<file path="src/verilog/lpmc_pkg.sv">
// package: shared constants and types of the low power mode controller
package lpmc_pkg;

  // register byte offsets on the apb bus
  localparam logic [7:0] CTRL_OFS   = 8'h00;
  localparam logic [7:0] TBCTRL_OFS = 8'h04;
  localparam logic [7:0] STATUS_OFS = 8'h08;

  // system_control_two field positions
  localparam int FAST_OSC_BIT  = 7;
  localparam int SLOW_OSC_BIT  = 6;
  localparam int CLK_SEL_BIT   = 5;
  localparam int HALT_REQ_BIT  = 4;
  localparam int GATE_REQ_BIT  = 2;

  // base_timer_control field positions
  localparam int TB_EN_BIT     = 7;
  localparam int TB_SEL_LSB    = 0;
  localparam int TB_SEL_W      = 3;
  localparam int TB_TAPS       = 8;

  // status field positions
  localparam int ST_MODE_LSB   = 0;
  localparam int ST_STBY_LSB   = 4;

  // reset values
  localparam logic       FAST_OSC_RST = 1'b1;
  localparam logic       SLOW_OSC_RST = 1'b0;
  localparam logic       CLK_SEL_RST  = 1'b0;
  localparam logic       TB_EN_RST    = 1'b0;
  localparam logic [2:0] TB_SEL_RST   = 3'h0;

  typedef enum logic [2:0] {
    FAST_SINGLE_CLOCK_RUN,
    FAST_DUAL_CLOCK_RUN,
    LOW_CLOCK_RUN_FAST_OFF,
    LOW_CLOCK_RUN_FAST_ON,
    CORE_HALT_FAST_CLOCK,
    CORE_HALT_LOW_CLOCK,
    BASE_TIMER_ONLY_FAST,
    BASE_TIMER_ONLY_LOW
  } lpmc_mode_e;

  typedef enum logic [1:0] {
    STBY_RUN,
    STBY_HALT,
    STBY_TBONLY
  } lpmc_stby_e;

  typedef struct packed {
    logic        psel;
    logic        penable;
    logic        pwrite;
    logic [7:0]  paddr;
    logic [31:0] pwdata;
  } lpmc_apb_req_s;

  // wake inputs from the interrupt logic
  typedef struct packed {
    logic masterIntEn;
    logic wakeReq;
    logic baseTimerEnFlag;
    logic watchdogIrq;
  } lpmc_core_s;

endpackage

</file>
<file path="src/verilog/lpmc_tap_edge.sv">
// module: falling edge detector on the selected base timer source tap
`timescale 1ns/1ps
module lpmc_tap_edge (
  // clock and reset
  input  wire logic                          clk_sys,
  input  wire logic                          rst_b,
  input  wire logic                          ce,
  // taps
  input  wire logic [lpmc_pkg::TB_TAPS-1:0]  taps,
  input  wire logic [lpmc_pkg::TB_SEL_W-1:0] sel,
  // result
  output logic                               fall
);

  logic tapNow;
  logic tap_r;

  assign tapNow = taps[sel];

  always_ff @(posedge clk_sys) begin
    if (!rst_b) begin
      tap_r <= 1'b0;
    end else if (ce) begin
      tap_r <= tapNow;
    end
  end

  assign fall = ce && tap_r && !tapNow;

endmodule

</file>
<file path="src/verilog/lpmc_wake_sel.sv">
// module: release and vectoring decision for the standby states
`timescale 1ns/1ps
module lpmc_wake_sel (
  // state
  input  wire lpmc_pkg::lpmc_stby_e stby,
  input  wire lpmc_pkg::lpmc_core_s core,
  input  wire logic                 tbFall,
  input  wire logic                 tbEn,
  // decision
  output logic                      release_o,
  output logic                      vector,
  output logic                      tbVector
);

  logic tbIrqPath;

  assign tbIrqPath = core.masterIntEn && core.baseTimerEnFlag && tbEn;

  always_comb begin
    release_o = 1'b0;
    vector    = 1'b0;
    tbVector  = 1'b0;
    case (stby)
      lpmc_pkg::STBY_HALT: begin
        release_o = core.wakeReq;
        vector    = core.wakeReq && core.masterIntEn;
      end
      lpmc_pkg::STBY_TBONLY: begin
        release_o = tbFall;
        tbVector  = tbFall && tbIrqPath;
      end
      default: begin
        release_o = 1'b0;
      end
    endcase
  end

endmodule

</file>
<file path="src/verilog/lpmc_mode_ctrl.sv">
// module: standby and low clock mode controller with apb registers
//
// Added by the designer: register access over APB and the placing of the registers.
`timescale 1ns/1ps
module lpmc_mode_ctrl (
  // clock, reset, clock enable
  input  wire logic                          clk_sys,
  input  wire logic                          rst_b,
  input  wire logic                          ce,
  // apb slave
  input  wire logic                          psel,
  input  wire logic                          penable,
  input  wire logic                          pwrite,
  input  wire logic [7:0]                    paddr,
  input  wire logic [31:0]                   pwdata,
  output logic [31:0]                        prdata,
  output logic                               pready,
  output logic                               pslverr,
  // interrupt logic and core
  input  wire logic                          masterIntEn,
  input  wire logic                          wakeReq,
  input  wire logic                          baseTimerEnFlag,
  input  wire logic                          watchdogIrq,
  input  wire logic [lpmc_pkg::TB_TAPS-1:0]  baseTimerTaps,
  // clock and hold controls
  output logic                               cpuRun,
  output logic                               watchdogRun,
  output logic                               periphClkEn,
  output logic                               baseTimerClkEn,
  output logic                               stateHold,
  output logic                               pcHold,
  // oscillators and clock select
  output logic                               fastOscEn,
  output logic                               slowOscEn,
  output logic                               sysClkSel,
  // wake events
  output logic                               baseTimerIrqSet,
  output logic                               wakeResume,
  output logic                               wakeVector,
  output logic                               wakeTbVector,
  // mode
  output lpmc_pkg::lpmc_mode_e               mode
);

  lpmc_pkg::lpmc_apb_req_s req;
  lpmc_pkg::lpmc_core_s    core;
  lpmc_pkg::lpmc_stby_e    stby_r;
  lpmc_pkg::lpmc_mode_e    mode_r;

  logic                          fastOsc_r;
  logic                          slowOsc_r;
  logic                          clkSel_r;
  logic                          haltReq_r;
  logic                          gateReq_r;
  logic                          tbEn_r;
  logic [lpmc_pkg::TB_SEL_W-1:0] tbSel_r;
  logic [31:0]                   prdata_r;
  logic                          tbIrqSet_r;
  logic                          wakeResume_r;
  logic                          wakeVector_r;
  logic                          wakeTbVector_r;

  logic        apbSetup;
  logic        apbWrite;
  logic        wrCtrl;
  logic        wrTb;
  logic        mapped;
  logic        enterHalt;
  logic        enterGate;
  logic        tbFall;
  logic        release_w;
  logic        vector_w;
  logic        tbVector_w;
  logic [31:0] rdValue;

  // decoding used by the slave error answer; the read path decodes paddr in its own case
  function automatic logic isMapped(input logic [7:0] a);
    isMapped = (a == lpmc_pkg::CTRL_OFS) || (a == lpmc_pkg::TBCTRL_OFS)
            || (a == lpmc_pkg::STATUS_OFS);
  endfunction

  // operating mode from standby state and clock settings
  function automatic lpmc_pkg::lpmc_mode_e modeOf(
    input lpmc_pkg::lpmc_stby_e s,
    input logic                 lowClk,
    input logic                 fastOn,
    input logic                 slowOn
  );
    case (s)
      lpmc_pkg::STBY_HALT: begin
        modeOf = lowClk ? lpmc_pkg::CORE_HALT_LOW_CLOCK : lpmc_pkg::CORE_HALT_FAST_CLOCK;
      end
      lpmc_pkg::STBY_TBONLY: begin
        modeOf = lowClk ? lpmc_pkg::BASE_TIMER_ONLY_LOW : lpmc_pkg::BASE_TIMER_ONLY_FAST;
      end
      default: begin
        if (lowClk) begin
          modeOf = fastOn ? lpmc_pkg::LOW_CLOCK_RUN_FAST_ON
                          : lpmc_pkg::LOW_CLOCK_RUN_FAST_OFF;
        end else begin
          modeOf = slowOn ? lpmc_pkg::FAST_DUAL_CLOCK_RUN
                          : lpmc_pkg::FAST_SINGLE_CLOCK_RUN;
        end
      end
    endcase
  endfunction

  assign req  = '{psel: psel, penable: penable, pwrite: pwrite, paddr: paddr, pwdata: pwdata};
  assign core = '{masterIntEn: masterIntEn, wakeReq: wakeReq,
                  baseTimerEnFlag: baseTimerEnFlag, watchdogIrq: watchdogIrq};

  // zero wait state slave: read data is captured in the setup cycle
  assign apbSetup = req.psel && !req.penable;
  assign apbWrite = req.psel && req.penable && req.pwrite && ce;
  assign mapped   = isMapped(req.paddr);
  assign wrCtrl   = apbWrite && (req.paddr == lpmc_pkg::CTRL_OFS);
  assign wrTb     = apbWrite && (req.paddr == lpmc_pkg::TBCTRL_OFS);
  assign pready   = 1'b1;
  assign pslverr  = req.psel && req.penable && !mapped;

  // halt wins if both requests arrive together; a pending watchdog
  // interrupt blocks either entry so the core can service it first
  assign enterHalt = wrCtrl && (stby_r == lpmc_pkg::STBY_RUN)
                  && req.pwdata[lpmc_pkg::HALT_REQ_BIT] && !core.watchdogIrq;
  assign enterGate = wrCtrl && (stby_r == lpmc_pkg::STBY_RUN)
                  && req.pwdata[lpmc_pkg::GATE_REQ_BIT]
                  && !req.pwdata[lpmc_pkg::HALT_REQ_BIT] && !core.watchdogIrq;

  // the tap is sampled on clk_sys, so the exit lands on the next edge
  // after the source falls and the stay can undercut the nominal period
  lpmc_tap_edge lpmc_tap_edge_inst (
    .clk_sys (clk_sys),
    .rst_b   (rst_b),
    .ce      (ce),
    .taps    (baseTimerTaps),
    .sel     (tbSel_r),
    .fall    (tbFall)
  );

  lpmc_wake_sel lpmc_wake_sel_inst (
    .stby      (stby_r),
    .core      (core),
    .tbFall    (tbFall),
    .tbEn      (tbEn_r),
    .release_o (release_w),
    .vector    (vector_w),
    .tbVector  (tbVector_w)
  );

  always_comb begin
    rdValue = 32'h0000_0000;
    case (req.paddr)
      lpmc_pkg::CTRL_OFS: begin
        rdValue[lpmc_pkg::FAST_OSC_BIT] = fastOsc_r;
        rdValue[lpmc_pkg::SLOW_OSC_BIT] = slowOsc_r;
        rdValue[lpmc_pkg::CLK_SEL_BIT]  = clkSel_r;
        rdValue[lpmc_pkg::HALT_REQ_BIT] = haltReq_r;
        rdValue[lpmc_pkg::GATE_REQ_BIT] = gateReq_r;
      end
      lpmc_pkg::TBCTRL_OFS: begin
        rdValue[lpmc_pkg::TB_EN_BIT] = tbEn_r;
        rdValue[lpmc_pkg::TB_SEL_LSB +: lpmc_pkg::TB_SEL_W] = tbSel_r;
      end
      lpmc_pkg::STATUS_OFS: begin
        rdValue[lpmc_pkg::ST_MODE_LSB +: 3] = mode_r;
        rdValue[lpmc_pkg::ST_STBY_LSB +: 2] = stby_r;
      end
      default: begin
        rdValue = 32'h0000_0000;
      end
    endcase
  end

  always_ff @(posedge clk_sys) begin
    if (!rst_b) begin
      prdata_r <= 32'h0000_0000;
    end else if (ce && apbSetup) begin
      prdata_r <= rdValue;
    end
  end

  // oscillator and clock source settings; sequencing them is software's job
  always_ff @(posedge clk_sys) begin
    if (!rst_b) begin
      fastOsc_r <= lpmc_pkg::FAST_OSC_RST;
      slowOsc_r <= lpmc_pkg::SLOW_OSC_RST;
      clkSel_r  <= lpmc_pkg::CLK_SEL_RST;
    end else if (wrCtrl) begin
      fastOsc_r <= req.pwdata[lpmc_pkg::FAST_OSC_BIT];
      slowOsc_r <= req.pwdata[lpmc_pkg::SLOW_OSC_BIT];
      clkSel_r  <= req.pwdata[lpmc_pkg::CLK_SEL_BIT];
    end
  end

  always_ff @(posedge clk_sys) begin
    if (!rst_b) begin
      tbEn_r  <= lpmc_pkg::TB_EN_RST;
      tbSel_r <= lpmc_pkg::TB_SEL_RST;
    end else if (wrTb) begin
      tbEn_r  <= req.pwdata[lpmc_pkg::TB_EN_BIT];
      tbSel_r <= req.pwdata[lpmc_pkg::TB_SEL_LSB +: lpmc_pkg::TB_SEL_W];
    end
  end

  // standby state; release returns to the run mode kept in the clock bits
  always_ff @(posedge clk_sys) begin
    if (!rst_b) begin
      stby_r <= lpmc_pkg::STBY_RUN;
    end else if (ce) begin
      case (stby_r)
        lpmc_pkg::STBY_RUN: begin
          if (enterHalt) begin
            stby_r <= lpmc_pkg::STBY_HALT;
          end else if (enterGate) begin
            stby_r <= lpmc_pkg::STBY_TBONLY;
          end
        end
        lpmc_pkg::STBY_HALT: begin
          if (release_w) begin
            stby_r <= lpmc_pkg::STBY_RUN;
          end
        end
        lpmc_pkg::STBY_TBONLY: begin
          if (release_w) begin
            stby_r <= lpmc_pkg::STBY_RUN;
          end
        end
        default: begin
          stby_r <= lpmc_pkg::STBY_RUN;
        end
      endcase
    end
  end

  // request bits read back set while in standby and clear on release
  always_ff @(posedge clk_sys) begin
    if (!rst_b) begin
      haltReq_r <= 1'b0;
      gateReq_r <= 1'b0;
    end else if (ce) begin
      if (enterHalt) begin
        haltReq_r <= 1'b1;
      end else if (release_w && stby_r == lpmc_pkg::STBY_HALT) begin
        haltReq_r <= 1'b0;
      end
      if (enterGate) begin
        gateReq_r <= 1'b1;
      end else if (release_w && stby_r == lpmc_pkg::STBY_TBONLY) begin
        gateReq_r <= 1'b0;
      end
    end
  end

  // wake events go to the core as one cycle pulses
  always_ff @(posedge clk_sys) begin
    if (!rst_b) begin
      tbIrqSet_r     <= 1'b0;
      wakeResume_r   <= 1'b0;
      wakeVector_r   <= 1'b0;
      wakeTbVector_r <= 1'b0;
    end else if (ce) begin
      tbIrqSet_r     <= enterGate && tbEn_r;
      wakeResume_r   <= release_w && !vector_w && !tbVector_w;
      wakeVector_r   <= vector_w;
      wakeTbVector_r <= tbVector_w;
    end
  end

  // the variant tracks the clock source held during the stay
  always_ff @(posedge clk_sys) begin
    if (!rst_b) begin
      mode_r <= lpmc_pkg::FAST_SINGLE_CLOCK_RUN;
    end else if (ce) begin
      mode_r <= modeOf(stby_r, clkSel_r, fastOsc_r, slowOsc_r);
    end
  end

  assign prdata          = prdata_r;
  assign cpuRun          = (stby_r == lpmc_pkg::STBY_RUN);
  assign watchdogRun     = (stby_r != lpmc_pkg::STBY_HALT);
  assign periphClkEn     = (stby_r != lpmc_pkg::STBY_TBONLY);
  assign baseTimerClkEn  = 1'b1;
  // the core freezes fetch, registers and latches while this is high
  assign stateHold       = (stby_r != lpmc_pkg::STBY_RUN);
  assign pcHold          = (stby_r != lpmc_pkg::STBY_RUN);
  assign fastOscEn       = fastOsc_r;
  assign slowOscEn       = slowOsc_r;
  assign sysClkSel       = clkSel_r;
  assign baseTimerIrqSet = tbIrqSet_r;
  assign wakeResume      = wakeResume_r;
  assign wakeVector      = wakeVector_r;
  assign wakeTbVector    = wakeTbVector_r;
  assign mode            = mode_r;
endmodule

</file>
<file path="config.mk">
export PLATFORM = sky130hd
export DESIGN_NAME = lpmc_mode_ctrl
export DESIGN_NICKNAME = d
export VERILOG_FILES = /design/src/verilog/lpmc_pkg.sv /design/src/verilog/lpmc_tap_edge.sv /design/src/verilog/lpmc_wake_sel.sv /design/src/verilog/lpmc_mode_ctrl.sv
export SDC_FILE = /design/constraint.sdc
export NUM_CORES = 1
export LEC_CHECK = 0
export ABC_AREA = 1
export ABC_CLOCK_PERIOD_IN_PS = 1500
export BUFFER_PORTS_ARGS = -buffer_cell sky130_fd_sc_hd__buf_2
export CORE_MARGIN = 5
export CORE_UTILIZATION = 33
export DETAILED_ROUTE_END_ITERATION = 7
export PLACE_DENSITY = 0.65
export SLEW_MARGIN = 20
export SYNTH_ARGS = -nofsm -noshare
export SYNTH_HDL_FRONTEND = slang
export SYNTH_SLANG_ARGS = --single-unit
</file>
<file path="constraint.sdc">
create_clock -name clk_sys -period 1.5 [get_ports clk_sys]
set_input_delay 0.075 -clock clk_sys [delete_from_list [all_inputs] [get_ports clk_sys]]
set_output_delay 0.075 -clock clk_sys [all_outputs]
set_load 0.005 [all_outputs]
</file>
Word-level counts from Yosys, hierarchy flattened:

Cells that the tools add are included.
Widths: inputs -> output; s select.

* memory bits (writable): 0
* word-level logic and storage cells: 91
* memories kept: 0
* input port bits: 58
* bits in latches: 0
* bits in read-only memories: 0
* register bits: 26

* add/sub/neg operators: 0
* reduce and logical (&&, ||, !) cells: 43
* multiplexer cells: 24
* shifts and indexed selects: 0
* equal/unequal tests: 8
* bitwise gates (word level): 0
* $lt $le $gt $ge: 1
* divide/modulo/power cells: 0
* $mul: 0

Operator list (number)
* $logic_and 1x1->1: 25
* $mux 1: 12
* $pmux 2 s2: 3
* $eq 8x3->1 const B: 1
* $eq 8x4->1 const B: 1
* $logic_not 8->1: 1
* $mux 2: 4
* $logic_not 1->1: 7
* $pmux 3 s2: 1
* $reduce_bool 2->1: 3
* $lt 3x4->1 const B: 1
* $ne 2x1->1 const B: 2
* $pmux 1 s2: 2
* $reduce_and 2->1: 2
* $bmux 1 s3: 1
* $ne 3x1->1 const B: 1
* $pmux 1 s3: 1
* $reduce_and 3->1: 1
* $eq 2x1->1 const B: 1
* $eq 2x2->1 const B: 1
* $logic_not 2->1: 1
* $logic_or 1x1->1: 2
* $ne 2x2->1 const B: 1
* $reduce_or 2->1: 1

Logic depth before layout (Yosys ltp):

Gate-level depths: netlist of run 1.

* depth in word-level cells: 11
* depth in mapped cells: 10
* gate-level depth less buffers: 10

Hierarchy:

A second synthesis of run 1 with hierarchy kept.

* cell total of the unflattened synthesis: 231
* area total of the unflattened synthesis: 1647.8 um^2

Modules (own cells, without submodules)
* lpmc_mode_ctrl: times used 1, seq. area each 500.5 um^2, area each 1447.6 um^2, cells an instance 197
* lpmc_tap_edge: times used 1, seq. area each 20.0 um^2, area each 135.1 um^2, cells an instance 23
* lpmc_wake_sel: times used 1, seq. area each 0.0 um^2, area each 65.1 um^2, cells an instance 11

Worst setup path before layout of run 1:

OpenSTA, ideal clock, no wires.

* path type: register to register
* start point: reg stby_r[0]
* end point: reg stby_r[0]
* data arrival time: 1119 ps
* stages on the path, launching flop included: 10
* path slack: 266 ps
* clock period less this slack: 1234 ps
* data required time: 1385 ps
* cells stage by stage: dfxtp_1 > inv_1 > ha_1 > inv_1 > nor2_4 > nand2_1 > nand2_2 > nand3_1 > nand2_1 > nor2_1

* cells in the longest elaborated chain, start to end: 7
* elaborated cells between the ends (all ways): 16
* those cells by class: eq/ne (4); mux (3); reduce/logical (9)

Ends and longest elaborated chain
* start, declared: RTL line lpmc_mode_ctrl.sv:47 `lpmc_pkg::lpmc_stby_e stby_r;`
* start signal, assigned: RTL line lpmc_mode_ctrl.sv:208 `stby_r <= lpmc_pkg::STBY_RUN;`
* start signal, assigned: RTL line lpmc_mode_ctrl.sv:213 `stby_r <= lpmc_pkg::STBY_HALT;`
* start signal, assigned: RTL line lpmc_mode_ctrl.sv:215 `stby_r <= lpmc_pkg::STBY_TBONLY;`
* $logic_not 2->1 *
* named net cpuRun: RTL line lpmc_mode_ctrl.sv:26 `output logic cpuRun,`
* $logic_and 1x1->1: RTL line lpmc_mode_ctrl.sv:123, lpmc_mode_ctrl.sv:125
* $logic_and 1x1->1: RTL line lpmc_mode_ctrl.sv:126 `&& req.pwdata[lpmc_pkg::GATE_REQ_BIT]`
* $logic_and 1x1->1 (2 in a row): RTL line lpmc_mode_ctrl.sv:127 `&& !req.pwdata[lpmc_pkg::HALT_REQ_BIT] && !core.watchdogIrq;`
* $ne 3x1->1 (no line)
* $reduce_and 3->1 (no line)

Mark *: on every way through the listed nets, which the timed path passes. The rest lies on a longest branch.
A chain may end at the register's enable or synchronous reset.

Worst setup path in the final report of run 1:

* start point: reg stby_r[0]
* end point: reg stby_r[1]

* cells in the longest elaborated chain, start to end: 7
* elaborated cells between the ends (all ways): 16
* those cells by class: eq/ne (4); mux (3); reduce/logical (9)

Ends and longest elaborated chain (RTL line)
* $logic_not 2->1: lpmc_mode_ctrl.sv:123, lpmc_mode_ctrl.sv:125, lpmc_mode_ctrl.sv:210
* $logic_and 1x1->1: lpmc_mode_ctrl.sv:123, lpmc_mode_ctrl.sv:125
* $logic_and 1x1->1: lpmc_mode_ctrl.sv:126
* $logic_and 1x1->1 (2 in a row): lpmc_mode_ctrl.sv:127
* $ne 3x1->1 (no line)
* $reduce_and 3->1 (no line)

Several ways; a longest one is shown, not always the timed one.

==> metrics, run 1 <==
outcome=complete, no violations; Post-Route WL=3980 um; # nets final=354; antenna-violating nets left=0; reg-to-reg endpoint=stby_r[1]; Min-Delay Endpoint=tbSel_r[1]; synthesized instance count=235; CP max FO=4; Net Sw Frac=0.279; post-synth top area share=0.317; antenna violations before repair=0; DP HPWL=3240 um; fin util=0.411; I/O Buffers=55; f_max=0.753 GHz; core footprint=0.00479 mm2; CP endpoint kind=register; Vias=1,576; DR vias/cell=4.40; RSZ-0062 raised after global routing=no; most common cell after layout, fill and taps aside=buf_2; Netlist cell types=29; kind of critical path=register to register; first-pass GRT wire length=6220 um; R2R Setup Slk=0.17 ns; fin area=0.00197 mm2; die area=0.00649 mm2; period utilization=0.885; fin crit period=1.33 ns; DRC=0; Fin Hold WS=0.0732 ns; Worst Path Arrival=1.49 ns; P_leak=1.00 nW; Syn. warnings=0; vias in the first global route=1,431; XOR/XNOR Fraction of Synth Area=0; remaining global-route overflow=0; Post-Syn Area=0.00164 mm2; CTS Buf Count=3; compound-gate portion of the synthesized area=0.165; hold_sp=pwdata[1]; area leader, netlist=dfxtp_1; worst min path class=primary input to register; layout cells sized above 1=0.313; final setup fails=0; worst skew pair latency=0.27 ns; PD cells=709 mW/mm2; GRT Overall Usage=0.118; VDD IR-drop max=0.344 mV; most frequent cells in the layout=55 x buf_2, 34 x nand2_1, 27 x inv_1, 27 x conb_1, 24 x dfxtp_1; Synth Area in Adders=0.0228; Slew Limit Fails=0; Die X-Extent=80.6 um; Total Power=1.39 mW; Sink Count=26; Worst-path clk slew=0.09 ns; R2R depth=9; Reg2Reg Launch Point=stby_r[0]; P_int=1.00 mW; largest family of logic cells by synthesized area=simple AND/OR/NAND/NOR gates; Max Cap Violations=0; clock group share of total power=0.280; Worst Hold Path Cells=3; Sw Pwr=0.389 mW; Worst Path Required=1.67 ns; FP Rows=25; ANT cells=0; top cells by area, synth=dfxtp_1 32%, buf_4 13%, nand2_1 7.8%, inv_1 6.4%, a21oi_1 6.1%; total negative setup slack=0 ns; Comb power frac=0.199; synthesis-to-finish area growth=19.6%; drt first pass iters=4; CTS Hold Bufs=0; Fin. Hold Viols=0; Cell Area, Placed=0.00190 mm2; CTS root buf=clkbuf_8; Mean Syn Cell Area=7.00 um2; FF+latch count, synth=26; GPL Wtd Cong=0.794; Reg power frac=0.521; Seq/Total Area, Yosys=0.317; Post-Synth Simple-Gate Area=0.262; Die H=80.6 um; proportion of synthesized area in mux cells=0; 1st-iter DRT viols=58; Max Buffers Root-to-Sink=2; I/O pins=108; Starting Density=0.344; CP startpoint kind=register; WL/cell=11.1 um; CTS tree=built; Final Skew=0.00487 ns; H-tree lvl count=1; largest net degree at the start of global routing=21
## registers in the layout, summed over array words and instances, names as in the netlist
register                  cells
baseTimerIrqSet               1
fastOscEn                     1
gateReq_r                     1
haltReq_r                     1
lpmc_tap_edge_inst.tap_r      1
mode                          3
prdata                        7
slowOscEn                     1
stby_r                        2
sysClkSel                     1
tbEn_r                        1
tbSel_r                       3
wakeResume                    1
wakeTbVector                  1
wakeVector                    1
## how the worst max path moves through the flow
stage                    start         to  slack, ns  depth (start not counted)
floorplan            stby_r[0]  stby_r[0]       0.27                          9
global placement    tbSel_r[0]  stby_r[1]       0.12                          9
detailed placement   stby_r[0]  stby_r[1]       0.12                          8
CTS                  stby_r[0]  stby_r[1]       0.10                          8
global route         stby_r[0]  haltReq_r      0.008                          9
finish               stby_r[0]  stby_r[1]       0.17                          9
## per-layer routing
metal  wire length, um  up-vias  part of all wire  track usage
met1              1830      691              0.46        0.163
met5                 0        -                 0            0
met4                 7        0            0.0018       0.0203
li1                  -      814                 -            -
met3               342        2             0.086       0.0191
met2              1800       69              0.45        0.194
## power groups by stage
stage / Sequential [mW] / Clock (mW) / Combinational [mW]
after floorplan: 0.741 / 0 / 0.205
after global placement: 0.740 / 0 / 0.262
after detailed placement: 0.741 / 0 / 0.262
after CTS: 0.725 / 0.405 / 0.264
after global routing: 0.729 / 0.427 / 0.317
final: 0.726 / 0.390 / 0.277
## logic make-up after synthesis
logic type,count (synthesis)
AND/OR/NAND/NOR,83
buffers and inverters,72
AO/OA/AOI/OAI,49
flip-flops,26
adder cells (fa/ha/maj),3
other,2
## layout make-up
type                            instances  area (um2)
Timing Repair Buffer                   59         305
Tap cell                               67        83.8
Inverter                               41         154
Sequential cell                        26         523
Clock buffer                            3        41.3
Fill cell                             512        2820
Multi-Input combinational cell        162         858
## cell usage after synthesis (all sizes together)
master / n
nor4: 2
conb: 2
ha: 3
dfxtp: 26
nand4: 1
a31oi: 1
clkbuf: 2
nand2: 39
a21oi: 20
a41oi: 1
nand3: 18
nor3: 3
o211ai: 7
buf: 29
o21ai: 20
inv: 37
nor2: 20
clkinv: 4
## what timing repair did
item                                    4_1_cts  5_1_grt
gates resized for setup                       0        6
buffers inserted                              0        0
endpoints found under the setup margin        0        3
## worst max-delay path: stages, from the launching register on
cell and delay (ns):
dfxtp_2 0.34, inv_2 0.08, ha_1 0.19, nand2_1 0.08, nor2_1 0.12, nand2_1 0.10
nand3_2 0.11, nand3_1 0.09, nand2_1 0.06, nor2_1 0.04
## metrics by stage
stage	cells	worst slack, ns
2_1_floorplan	260	0.266
3_3_place_gp	355	0.120
3_5_place_dp	355	0.116
4_1_cts	358	0.103
5_1_grt	358	0.00779
6_report	358	0.173
Note: power is estimated with default switching activity, not from simulation.
==> run 2: changes to the inputs <==
Settings changed: CELL_PAD_IN_SITES_DETAIL_PLACEMENT from default to 0, CELL_PAD_IN_SITES_GLOBAL_PLACEMENT from default to 1, CORE_UTILIZATION 33 to 27, PLACE_DENSITY 0.65 to default, PLACE_DENSITY_LB_ADDON from default to 0.1.
==> run 2 against run 1 <==
Wire length rose by 15%. Die area rose by 19%. Global-route usage rose by 0.14 points. Combinational power rose by 3%. Sequential share of layout area fell by 0.85 points. Cell count rose by 3.4%. Via count fell by 2.2%. Hold slack got worse by 0.015 ns. Register-to-register slack got worse by 0.06 ns. Clock power rose by 53%. Worst setup slack got worse by 0.057 ns. Count of clock-buffer cells in the layout did not move. Critical endpoint is now mode[1].
==> metrics, run 2 (synthesized netlist as in run 1, its figures left out) <==
fin crit period=1.38 ns (+0.0573 ns); PD cells=794 mW/mm2 (+12%); CTS root buf=clkbuf_8; vias in the first global route=1,444 (+0.91%); ANT cells=0 (unchanged); most common cell after layout, fill and taps aside=buf_2; Die X-Extent=88.0 um (+9.2%); GRT Overall Usage=0.119 (+0.00139); Placed Cells=366 (+3.1%); 1st-iter DRT viols=55 (-5.2%); H-tree lvl count=1 (unchanged); max reg flops=7 (unchanged); VDD IR-drop max=0.478 mV (+39%); final setup fails=0 (unchanged); Worst Path Arrival=1.56 ns (+0.07 ns); antenna violations before repair=0 (unchanged); first-pass GRT wire length=7180 um (+15%); antenna-violating nets left=0 (unchanged); CP max FO=5 (+1); layout cells sized above 1=0.325 (+0.0127); Total Power=1.61 mW (+15%); synthesis-to-finish area growth=23.2%; kind of critical path=register to register; I/O pins=108 (unchanged); Final Skew=0.00533 ns (+0.000459 ns); Die H=88.0 um (+9.2%); CP startpoint kind=register; Slew Limit Fails=0 (unchanged); f_max=0.722 GHz (-4.1%); Vias=1,541 (-2.2%); Post-Layout Cell Count=370 (+3.4%); Worst-path clk slew=0.10 ns (about the same); Worst Path Required=1.68 ns (about the same); core footprint=0.00592 mm2 (+24%); FILL cells=671 (+31%); # nets final=357 (+0.85%); Placement Setup Slack=0.0712 ns (-0.0446 ns); remaining global-route overflow=0 (unchanged); most frequent cells in the layout=55 x buf_2, 33 x nand2_1, 28 x inv_1; DP HPWL=3790 um (+17%); DR vias/cell=4.16 (-5.4%); worst setup margin=0.116 ns (-0.0573 ns); Max Buffers Root-to-Sink=2 (unchanged); CTS Hold Bufs=0 (unchanged); GPL Wtd Cong=0.727 (-8.5%); WL/cell=12.4 um (+12%); Max Cap Violations=0 (unchanged); DRC=0 (unchanged); RSZ-0062 raised after global routing=yes; worst skew pair latency=0.27 ns (about the same); die area=0.00775 mm2 (+19%); largest net degree at the start of global routing=16 (-24%); Reg2Reg Launch Point=stby_r[1]; P_leak=1.03 nW (+2.4%); Starting Density=0.278 (-0.0658); period utilization=0.923 (+0.0382); Worst Hold Path Cells=3 (unchanged); Sink Count=26 (unchanged); total negative setup slack=0 ns (unchanged); Fin. Hold Viols=0 (unchanged); FP Rows=28 (+12%); outcome=complete, no violations; Worst Setup SP=stby_r[1]; hold_sp=pwdata[5]; CTS Buf Count=3 (unchanged); CP endpoint kind=register; drt first pass iters=4 (unchanged); R2R depth=7 (-2); Post-Route WL=4600 um (+15%); I/O Buffers=55 (unchanged); setup bufs post-CTS=0 (unchanged); Post-CTS Resized=0 (unchanged); CTS tree=built; worst min path class=primary input to register
==> run 2: final timing paths <==
path | to | slack (ns)
hold reg to reg | gateReq_r | 0.47
setup / recovery | mode[1] | 0.12
hold / removal | sysClkSel | 0.06
setup reg to reg | mode[1] | 0.12
==> run 2: final cells by class <==
type                       instances  area (um2)  area share
timing repair buffer              62         328       0.162
clock inverter                     1        30.0      0.0148
inverter                          41         154      0.0760
sequential                        26         522       0.258
multi-input combinational        162         857       0.423
tap                               75        93.8      0.0463
clock buffer                       3        41.3      0.0204
==> run 2: layer usage <==
layer,share of wire,up-vias,global-route usage
li1,-,819,-
met1,0.50,661,0.180
met2,0.41,59,0.176
met3,0.082,2,0.0245
met4,0.0087,0,0.0206
met5,0,-,0
==> run 2: power by group <==
group	switching [mW]	internal, mW	total [mW]
clock	0.240	0.357	0.598
combinational	0.170	0.115	0.285
sequential	0.0128	0.712	0.725
==> run 2: worst max-delay path, cell delays in order, from the launching register on <==
cell and delay, ns:
dfxtp_1 0.37, inv_1 0.09, ha_2 0.39, inv_1 0.08, a21oi_1 0.11, o21ai_0 0.09, o211ai_1 0.09, inv_1 0.05
==> run 2: through the flow <==
| step | cell area [um2] | hold slack (ns) | util |
|---|---|---|---|
| detailed placement | 1940 | 0.349 | 0.327 |
| global placement | 1940 | 0.341 | 0.327 |
| finish | 2030 | 0.0583 | 0.342 |
| CTS | 2010 | 0.0491 | 0.339 |
| global route | 2030 | 0.0643 | 0.342 |
| floorplan | 1740 | 0.233 | - |
